`src/design/sso_consts.svh`:
```
// Constants of the shift, subtract and flow execution unit
`ifndef SSO_CONSTS_SVH
`define SSO_CONSTS_SVH

// ----------------------------------------------------------------------
// Data values
// ----------------------------------------------------------------------
`define SSO_RST_WORD     16'h0000
`define SSO_ONES         16'hFFFF
`define SSO_PC_STEP      16'h0002
`define SSO_DEF_DEFAULT_WORKING_REGISTER     4'h0
`define SSO_SHIFT_LIM    5'h10
`define SSO_RPT_LIT_MSB  13
`define SSO_RET_LIT_MSB  9
`define SSO_UPPER_MSB    23
`define SSO_UPPER_LSB    16

// ----------------------------------------------------------------------
// Timing: calls and table reads take 2 cycles, returns 3 (2 when short)
// ----------------------------------------------------------------------
`define SSO_WAIT_NONE    1'b0
`define SSO_WAIT_LONG    1'b1

`endif

```
`src/design/sso_pkg.sv`:
```
// Types of the shift, subtract and flow execution unit
package sso_pkg;

  // --------------------------------------------------------------------
  // Operations
  // --------------------------------------------------------------------
  typedef enum logic [4:0] {
    relative_call_op, computed_call_op, repeat_lit_op, repeat_reg_op,
    soft_reset_op, interrupt_return_op, literal_return_op, plain_return_op,
    rotate_left_carry_op, rotate_left_plain_op, rotate_right_carry_op,
    rotate_right_plain_op, sign_extend_op, set_all_ones_op, left_shift_op,
    left_shift_multi_op, subtract_op, subtract_borrow_op,
    reverse_subtract_op, reverse_subtract_borrow_op, nibble_swap_op,
    byte_swap_op, upper_table_read_op
  } sso_op_e;

  // --------------------------------------------------------------------
  // Carriers
  // --------------------------------------------------------------------
  typedef struct packed {
    logic ov; logic n; logic z; logic dc; logic c;
  } sso_flags_s;

  typedef struct packed {
    sso_op_e     op;
    logic        use_file;   // Operand is the file register value
    logic        to_default_working_register;    // File forms: result to default register
    logic        use_lit;    // Second operand is the literal
    logic        ret_short;  // Return takes the short 2-cycle path
    logic [3:0]  wb;
    logic [3:0]  ws;
    logic [3:0]  wd;
    logic [15:0] lit;
    logic [15:0] fval;
    logic [15:0] pc;
  } sso_req_s;

  typedef struct packed {
    logic        done;
    logic        f_wr;
    logic [15:0] f_data;
    logic        pc_load;
    logic [15:0] pc_target;
    logic        push;
    logic [15:0] push_addr;
    logic        sw_reset;
    logic        prog_rd;
    logic [15:0] prog_addr;
  } sso_out_s;

  typedef struct packed {
    logic             busy;
    logic             wait_cnt;
    sso_req_s         held;
    logic [15:0]      rpt;
    sso_flags_s       flags;
    logic [15:0][15:0] default_working_register;
    sso_out_s         out;
  } sso_state_s;

endpackage

```
`src/design/sso_sub.sv`:
```
// Subtractor with borrow input and five arithmetic flags
`timescale 1ns/1ps
`default_nettype none
`include "sso_consts.svh"
module sso_sub
  import sso_pkg::*;
(
  // Operands
  input  wire logic [15:0] a,
  input  wire logic [15:0] b,
  input  wire logic        cin,
  // Result
  output logic [15:0]      res,
  output sso_flags_s       flg
);
  logic [16:0] full;
  logic [4:0]  low;

  // a + ~b + cin, carry set means no borrow
  assign full    = {1'b0, a} + {1'b0, ~b} + {16'h0000, cin};
  assign low     = {1'b0, a[3:0]} + {1'b0, ~b[3:0]} + {4'h0, cin};
  assign res     = full[15:0];
  assign flg.c   = full[16];
  assign flg.dc  = low[4];
  assign flg.n   = full[15];
  assign flg.z   = (full[15:0] == `SSO_RST_WORD);
  // Overflow when signs differ and result sign leaves the minuend's
  assign flg.ov  = (a[15] != b[15]) && (full[15] != a[15]);
endmodule
`default_nettype wire

```
`src/design/sso_shift.sv`:
```
// Rotate and left shift unit
`timescale 1ns/1ps
`default_nettype none
`include "sso_consts.svh"
module sso_shift
  import sso_pkg::*;
(
  // Operand
  input  wire sso_op_e     op,
  input  wire logic [15:0] val,
  input  wire logic        cin,
  input  wire logic [4:0]  cnt,
  // Result
  output logic [15:0]      res,
  output logic             cout,
  output logic             ov
);
  // Carry passes through unless the operation moves a bit into it
  always_comb begin
    res  = val;
    cout = cin;
    ov   = 1'b0;
    case (op)
      rotate_left_carry_op: begin
        res  = {val[14:0], cin};
        cout = val[15];
      end
      rotate_left_plain_op:  res = {val[14:0], val[15]};
      rotate_right_carry_op: begin
        res  = {cin, val[15:1]};
        cout = val[0];
      end
      rotate_right_plain_op: res = {val[0], val[15:1]};
      left_shift_op: begin
        res  = {val[14:0], 1'b0};
        cout = val[15];
        ov   = val[15] ^ val[14];
      end
      // Counts of 16 and more empty the word
      left_shift_multi_op:
        res = (cnt >= `SSO_SHIFT_LIM) ? `SSO_RST_WORD : (val << cnt[3:0]);
      default: res = val;
    endcase
  end
endmodule
`default_nettype wire

```
`src/design/sso_exec.sv`:
```
// Execution unit for flow, rotate, shift, subtract, swap and table ops
// Operation
// - computed call jumps to Wn, 2 cycles
// - literal repeat runs next op lit+1 times
// - register repeat runs next op Wn+1 times
// - software reset triggers device reset, one cycle
// - interrupt return takes 3 or 2 cycles
// - literal return loads 10-bit literal, then returns
// - plain return takes 3 or 2 cycles
// - rotate left through carry, updates C N Z
// - plain rotate left keeps carry, updates N Z
// - rotate right through carry, updates C N Z
// - plain rotate right keeps carry, updates N Z
// - sign extend low byte, updates C N Z
// - set all ones, no flags changed
// - single left shift updates C N OV Z
// - multi-bit left shift updates only N Z
// - subtract updates all five arithmetic flags
// - borrow subtract also removes inverted carry
// - reverse subtract takes second minus base
// - nibble swap of low byte in place
// - byte swap of word in place
// - upper table read fills low byte, 2 cycles
`timescale 1ns/1ps
`default_nettype none
`include "sso_consts.svh"
module sso_exec
  import sso_pkg::*;
(
  // Clock and reset
  input  wire logic        core_clk,
  input  wire logic        rstn,
  // Instruction request
  input  wire logic        req_valid,
  input  wire sso_req_s    req,
  output logic             req_ready,
  // Return stack top and program memory data
  input  wire logic [15:0] ret_addr,
  input  wire logic [23:0] prog_data,
  // Results
  output sso_out_s         out,
  output sso_flags_s       flags,
  // Working register view
  input  wire logic [3:0]  view_idx,
  output logic [15:0]      view_data
);

  // --------------------------------------------------------------------
  // State and operand selection
  // --------------------------------------------------------------------
  sso_state_s  st;
  sso_state_s  next_st;
  sso_req_s    cur;
  logic        take;
  logic        phase_end;
  logic        go;
  logic        is_multi;
  logic        is_ret;
  logic        rev;
  logic        borrow;
  logic [15:0] base;
  logic [15:0] src;
  logic [15:0] second;
  logic [15:0] sub_a;
  logic [15:0] sub_b;
  logic [15:0] sub_res;
  sso_flags_s  sub_flg;
  logic [15:0] sh_val;
  logic [4:0]  sh_cnt;
  logic [15:0] sh_res;
  logic        sh_c;
  logic        sh_ov;
  logic [15:0] res;
  logic        wr;

  // New request only while idle; a repeat reissues the held request
  assign take      = !st.busy && req_valid;
  assign phase_end = st.busy && (st.wait_cnt == `SSO_WAIT_NONE);
  assign go        = take || (phase_end && (st.rpt != `SSO_RST_WORD));
  assign cur       = take ? req : st.held;
  assign req_ready = !st.busy;

  assign is_ret   = (cur.op == interrupt_return_op) || (cur.op == literal_return_op)
                 || (cur.op == plain_return_op);
  assign is_multi = is_ret || (cur.op == computed_call_op)
                 || (cur.op == relative_call_op) || (cur.op == upper_table_read_op);

  // File forms pair the file value with the default register
  assign base   = cur.use_file ? cur.fval : st.default_working_register[cur.wb];
  assign src    = cur.use_file ? cur.fval : st.default_working_register[cur.ws];
  assign second = cur.use_file ? st.default_working_register[`SSO_DEF_DEFAULT_WORKING_REGISTER]
                : (cur.use_lit ? cur.lit : st.default_working_register[cur.ws]);

  assign rev    = (cur.op == reverse_subtract_op) || (cur.op == reverse_subtract_borrow_op);
  assign borrow = (cur.op == subtract_borrow_op) || (cur.op == reverse_subtract_borrow_op);
  assign sub_a  = rev ? second : base;
  assign sub_b  = rev ? base : second;

  assign sh_val = (cur.op == left_shift_multi_op) ? base : src;
  assign sh_cnt = cur.use_lit ? cur.lit[4:0] : st.default_working_register[cur.ws][4:0];

  // --------------------------------------------------------------------
  // Datapath units
  // --------------------------------------------------------------------
  sso_sub u_sub (
    .a   (sub_a),
    .b   (sub_b),
    .cin (borrow ? st.flags.c : 1'b1),
    .res (sub_res),
    .flg (sub_flg)
  );

  sso_shift u_shift (
    .op   (cur.op),
    .val  (sh_val),
    .cin  (st.flags.c),
    .cnt  (sh_cnt),
    .res  (sh_res),
    .cout (sh_c),
    .ov   (sh_ov)
  );

  // --------------------------------------------------------------------
  // Next state
  // --------------------------------------------------------------------
  always_comb begin
    next_st              = st;
    res                  = `SSO_RST_WORD;
    wr                   = 1'b0;
    next_st.out.done     = 1'b0;
    next_st.out.f_wr     = 1'b0;
    next_st.out.pc_load  = 1'b0;
    next_st.out.push     = 1'b0;
    next_st.out.sw_reset = 1'b0;
    next_st.out.prog_rd  = 1'b0;
    // Long returns spend one extra cycle here
    if (st.busy && (st.wait_cnt != `SSO_WAIT_NONE)) begin
      next_st.wait_cnt = `SSO_WAIT_NONE;
    end
    // Last cycle of a multi-cycle op, or end of a repeat pass
    if (phase_end) begin
      case (st.held.op)
        computed_call_op, relative_call_op: begin
          next_st.out.pc_load = 1'b1;
          next_st.out.push    = 1'b1;
          next_st.out.done    = 1'b1;
        end
        interrupt_return_op, literal_return_op, plain_return_op: begin
          next_st.out.pc_target = ret_addr;
          next_st.out.pc_load   = 1'b1;
          next_st.out.done      = 1'b1;
        end
        upper_table_read_op: begin
          next_st.default_working_register[st.held.wd][7:0] = prog_data[`SSO_UPPER_MSB:`SSO_UPPER_LSB];
          next_st.out.done              = 1'b1;
        end
        default: ;
      endcase
      if (st.rpt != `SSO_RST_WORD) begin
        next_st.rpt = st.rpt - 16'h0001;
      end else begin
        next_st.busy = 1'b0;
      end
    end
    if (go) begin
      next_st.held     = cur;
      next_st.busy     = is_multi || (next_st.rpt != `SSO_RST_WORD);
      next_st.wait_cnt = (is_ret && !cur.ret_short) ? `SSO_WAIT_LONG : `SSO_WAIT_NONE;
      // A repeated multi-cycle op must keep the done of the pass that just ended
      next_st.out.done = next_st.out.done || !is_multi;
      case (cur.op)
        computed_call_op: begin
          next_st.out.pc_target = st.default_working_register[cur.wb];
          next_st.out.push_addr = cur.pc + `SSO_PC_STEP;
        end
        relative_call_op: begin
          next_st.out.pc_target = cur.pc + cur.lit;
          next_st.out.push_addr = cur.pc + `SSO_PC_STEP;
        end
        repeat_lit_op: begin
          next_st.rpt  = {2'b00, cur.lit[`SSO_RPT_LIT_MSB:0]};
          next_st.busy = 1'b0;
        end
        repeat_reg_op: begin
          next_st.rpt  = st.default_working_register[cur.wb];
          next_st.busy = 1'b0;
        end
        soft_reset_op: begin
          next_st              = '0;
          next_st.out.sw_reset = 1'b1;
          next_st.out.done     = 1'b1;
        end
        literal_return_op: begin
          next_st.default_working_register[cur.wd] = {6'h00, cur.lit[`SSO_RET_LIT_MSB:0]};
        end
        rotate_left_carry_op, rotate_right_carry_op: begin
          res             = sh_res;
          wr              = 1'b1;
          next_st.flags.c = sh_c;
          next_st.flags.n = sh_res[15];
          next_st.flags.z = (sh_res == `SSO_RST_WORD);
        end
        rotate_left_plain_op, rotate_right_plain_op, left_shift_multi_op: begin
          res             = sh_res;
          wr              = 1'b1;
          next_st.flags.n = sh_res[15];
          next_st.flags.z = (sh_res == `SSO_RST_WORD);
        end
        // overflow from the top two bits
        left_shift_op: begin
          res              = sh_res;
          wr               = 1'b1;
          next_st.flags.c  = sh_c;
          next_st.flags.ov = sh_ov;
          next_st.flags.n  = sh_res[15];
          next_st.flags.z  = (sh_res == `SSO_RST_WORD);
        end
        sign_extend_op: begin
          res             = {{8{src[7]}}, src[7:0]};
          wr              = 1'b1;
          next_st.flags.c = !src[7];
          next_st.flags.n = src[7];
          next_st.flags.z = (src[7:0] == 8'h00);
        end
        set_all_ones_op: begin
          res = `SSO_ONES;
          wr  = 1'b1;
        end
        // all five flags from the subtractor
        subtract_op, subtract_borrow_op, reverse_subtract_op, reverse_subtract_borrow_op: begin
          res           = sub_res;
          wr            = 1'b1;
          next_st.flags = sub_flg;
        end
        nibble_swap_op: begin
          next_st.default_working_register[cur.wd][7:0] = {st.default_working_register[cur.wd][3:0], st.default_working_register[cur.wd][7:4]};
        end
        byte_swap_op: begin
          next_st.default_working_register[cur.wd] = {st.default_working_register[cur.wd][7:0], st.default_working_register[cur.wd][15:8]};
        end
        upper_table_read_op: begin
          next_st.out.prog_rd   = 1'b1;
          next_st.out.prog_addr = st.default_working_register[cur.ws];
        end
        default: ;
      endcase
      // Write-back: file forms go to the file or the default register
      if (wr) begin
        if (cur.use_file && cur.to_default_working_register) begin
          next_st.default_working_register[`SSO_DEF_DEFAULT_WORKING_REGISTER] = res;
        end else if (cur.use_file) begin
          next_st.out.f_wr   = 1'b1;
          next_st.out.f_data = res;
        end else begin
          next_st.default_working_register[cur.wd] = res;
        end
      end
    end
  end

  // --------------------------------------------------------------------
  // State register
  // --------------------------------------------------------------------
  always_ff @(posedge core_clk or negedge rstn) begin
    if (!rstn) begin
      st <= '0;
    end else begin
      st <= next_st;
    end
  end

  assign out       = st.out;
  assign flags     = st.flags;
  assign view_data = st.default_working_register[view_idx];

  // --------------------------------------------------------------------
  // Checks
  // --------------------------------------------------------------------
  logic [15:0] wb_val;
  logic [15:0] wd_val;
  logic [15:0] wd_swapped;
  logic [15:0] lit14;
  logic [7:0]  prog_hi;
  logic        exp_c;
  logic        reg_sub;

  assign wb_val     = st.default_working_register[req.wb];
  assign wd_val     = st.default_working_register[req.wd];
  assign wd_swapped = {wd_val[7:0], wd_val[15:8]};
  assign lit14      = {2'b00, req.lit[`SSO_RPT_LIT_MSB:0]};
  assign prog_hi    = prog_data[`SSO_UPPER_MSB:`SSO_UPPER_LSB];
  assign exp_c      = st.default_working_register[req.wb] >= st.default_working_register[req.ws];
  assign reg_sub    = take && (req.op == subtract_op) && !req.use_file && !req.use_lit
                   && (st.rpt == `SSO_RST_WORD);
endmodule
`default_nettype wire

```
`config.mk`:
```
export PLATFORM = sky130hd
export DESIGN_NAME = sso_exec
export DESIGN_NICKNAME = d
export VERILOG_FILES = /design/src/design/sso_pkg.sv /design/src/design/sso_sub.sv /design/src/design/sso_shift.sv /design/src/design/sso_exec.sv
export VERILOG_INCLUDE_DIRS = /design/src /design/src/design
export SDC_FILE = /design/constraint.sdc
export NUM_CORES = 2
export LEC_CHECK = 0
export BUFFER_PORTS_ARGS = -buffer_cell sky130_fd_sc_hd__buf_2
export CORE_ASPECT_RATIO = 0.9
export CORE_MARGIN = 2
export CORE_UTILIZATION = 40
export DETAILED_ROUTE_END_ITERATION = 8
export SETUP_SLACK_MARGIN = 0.15
export SKIP_CTS_REPAIR_TIMING = 1
export SLEW_MARGIN = 20
export SYNTH_ARGS = -nofsm -noshare
export SYNTH_HDL_FRONTEND = slang
export SYNTH_SLANG_ARGS = --single-unit
```
`constraint.sdc`:
```
create_clock -name core_clk -period 9.3 [get_ports core_clk]
set_input_delay 1.86 -clock core_clk [delete_from_list [all_inputs] [get_ports core_clk]]
set_output_delay 1.86 -clock core_clk [all_outputs]
set_load 0.01 [all_outputs]
```
==> reports/qor.txt <==
layout cell share with drive strength beyond 1: 0.152
pin count of the biggest net entering global routing: 170
Sink Count: 418
slowest cell delay on critical path: 0.74 ns
gr usage total: 0.361
grt met1 use: 0.489
switch share: 0.580
nets: 4,664
HP Class: flip-flop to flip-flop
warnings from Yosys: 0
top_reg_cell synth: dfrtp_1
Distinct cells, synth: 99
Area growth, synth to finish: 10.0%
top cells by area, synth: dfrtp_1, mux2i_1, nand2_1
worst-path maximum fanout: 21
vias in the first global route: 36,500
r2r setup slk: 1.70 ns
Worst path slowest cell: nor2b_4
Placer Congestion: 1.05
critical path startpoint category: input port
Worst R2R Path Depth: 25
status: completed
Port Buffers: 191
Initial Util: 0.403
CTS Root Cell: clkbuf_16
Worst setup startpoint: req_valid
Worst setup EP type: flip-flop
Comb pwr share: 0.704
worst skew pair latency: 0.64 ns
Max Fclk: 123 MHz
setup violators final: 0
fin crit share: 0.877
Critical Path RT: 9.81 ns
Synth top area share: 0.280
commonest cells in the netlist: nand2_1, mux2i_1, dfrtp_1
vias post-DR: 39,700
CP Class: input port to flip-flop
Reg power frac: 0.189
Yosys reg bits: 418
internal power: 0.00841 W
Cells after Synth: 4,531
Total Die Area: 0.0957 mm²
Num CTS Buffers: 52
Max clock buf depth: 3
EDFF count, synth: 0
dpl hpwl: 134 mm
Worst Tran Pin Value: 1.25 ns
Setup crit end: st[196]
global route total overflow: 0
initial antenna violation count: 7
met2 usage: 0.529
R2R Path Start: st[417]
die width: 326 µm
Setup Skew: 0.0312 ns
Top Ports: 208
GR Util met3: 0.0955
Synth Cell Area: 0.0373 mm²
router iterations before antenna repair: 8
async set-or-reset flop fraction in the synthesized netlist: 1.00
Core Box Area: 0.0927 mm²
register area share after synthesis: 0.280
DRT Wirelength: 179 mm
CTS tree: done
minimum clock period after layout: 8.16 ns
most common cell in the netlist: nand2_1
Max Slew Vio Count: 0
CP dominant cell by count: o21ai_0
CP Data Arrival Time: 8.67 ns
ANT nets after route: 0
Via density: 6.84
total power: 0.0200 W
Post-Syn Nets: 4,682
sw power: 0.0116 W
reg2reg end: st[196]
GRT busiest layer: met2
Starting DRT DRC Count: 6,257
FP Rows: 106
drt wl/cell: 30.9 µm
Worst-path clk slew: 0.06 ns
Pleak: 17.7 nW
post-synth top area cell: dfrtp_1
worst vdd ir: 0.352 mV
max cap viols: 0
Clk pwr share: 0.107
Mean Syn Cell Area: 8.24 µm²
final hold viol count: 0
first-pass GRT wire length: 257 mm
depth of the CTS H-tree: 2
Rel. slew slack: 0.166
DRC Markers: 0
TNS Setup: 0 ns
RSZ-0062 raised after global routing: false
Die Y: 294 µm
Power per Cell Area: 487 mW/mm²
power by group through the flow:
| stage | Sequential [W] | Combinational, W | Clock (W) |
|---|---|---|---|
| global placement | 0.00366 | 0.0134 | 0 |
| finish | 0.00378 | 0.0141 | 0.00215 |
| CTS | 0.00366 | 0.0135 | 0.00216 |
| floorplan | 0.00315 | 0.00888 | 0 |
| global route | 0.00381 | 0.0147 | 0.00223 |
| detailed placement | 0.00369 | 0.0135 | 0 |
worst max-delay path: cells and delay by family:
kind | cells | cell delay (ns)
adders and majority gates | 2 | 0.67
buffers and inverters | 3 | 0.50
muxes | 1 | 0.51
and+or+nand+nor | 5 | 1.53
AOI/OAI and AO/OA | 14 | 3.34
xor gates and xnor gates | 1 | 0.21
sequential cells by signal, summed over array words and instances (netlist names):
name,cells
st,343
flags,5
out,70
metal layers:
| layer | wire (µm) | up-vias | share of wire |
|---|---|---|---|
| li1 | - | 16900 | - |
| met1 | 70300 | 19300 | 0.39 |
| met2 | 74300 | 2949 | 0.41 |
| met3 | 23500 | 558 | 0.13 |
| met4 | 11000 | 4 | 0.062 |
| met5 | 109 | - | 0.00061 |
how the worst min path moves through the flow:
stage	start	to	slack, ns	cells after the start
floorplan	st[352]	st[352]	0.45	2
global placement	st[357]	st[357]	0.46	2
detailed placement	out[22]	out[22]	0.46	2
finish	out[15]	out[15]	0.47	2
CTS	out[22]	out[22]	0.48	2
global route	out[15]	out[15]	0.49	2
per-stage QoR:
step	hold slack (ns)	utilization	worst slack (ns)	cell area, µm²	cells
after floorplan	0.448	-	1.26	37300	4531
after CTS	0.478	0.443	1.42	41000	5796
after detailed placement	0.464	0.424	0.799	39300	5701
final	0.472	0.443	1.14	41100	5801
after global routing	0.495	0.443	0.901	41000	5796
after global placement	0.458	0.424	0.783	39300	5701
logic make-up (layout without fill, tap and decap cells):
family          count (synthesis)  count (layout)  share of synthesized area
compound gates               1534            1534                      0.279
simple gates                 1423            1423                      0.166
mux                           543             543                      0.179
buf+inv                       522             545                     0.0700
flops                         418             418                      0.280
xor+xnor                       56              56                     0.0131
fa+ha+maj                      35              35                     0.0123
other cells                     0               5                          0
layout by cell type, fill, tap and decap left out, types with 122 or more instances in the layout:
cell	netlist	layout
o22ai_1	176	176
o21ai_0	234	233
dfrtp_1	418	417
a21oi_1	374	371
mux2i_1	427	423
a22oi_1	122	122
nand2_1	833	831
buf_4	88	169
buf_2	75	188
nor2_1	245	236
cell type report:
type                            count  area (µm²)
Inverter                           82         308
Clock buffer                       70        1470
Timing Repair Buffer              368        2420
Multi-Input combinational cell   3591       24600
Antenna cell                        5        12.5
Fill cell                        9238       51600
Tap cell                         1242        1550
Sequential cell                   418       10500
Clock inverter                     25         283
(Power assumes the default switching activity.)
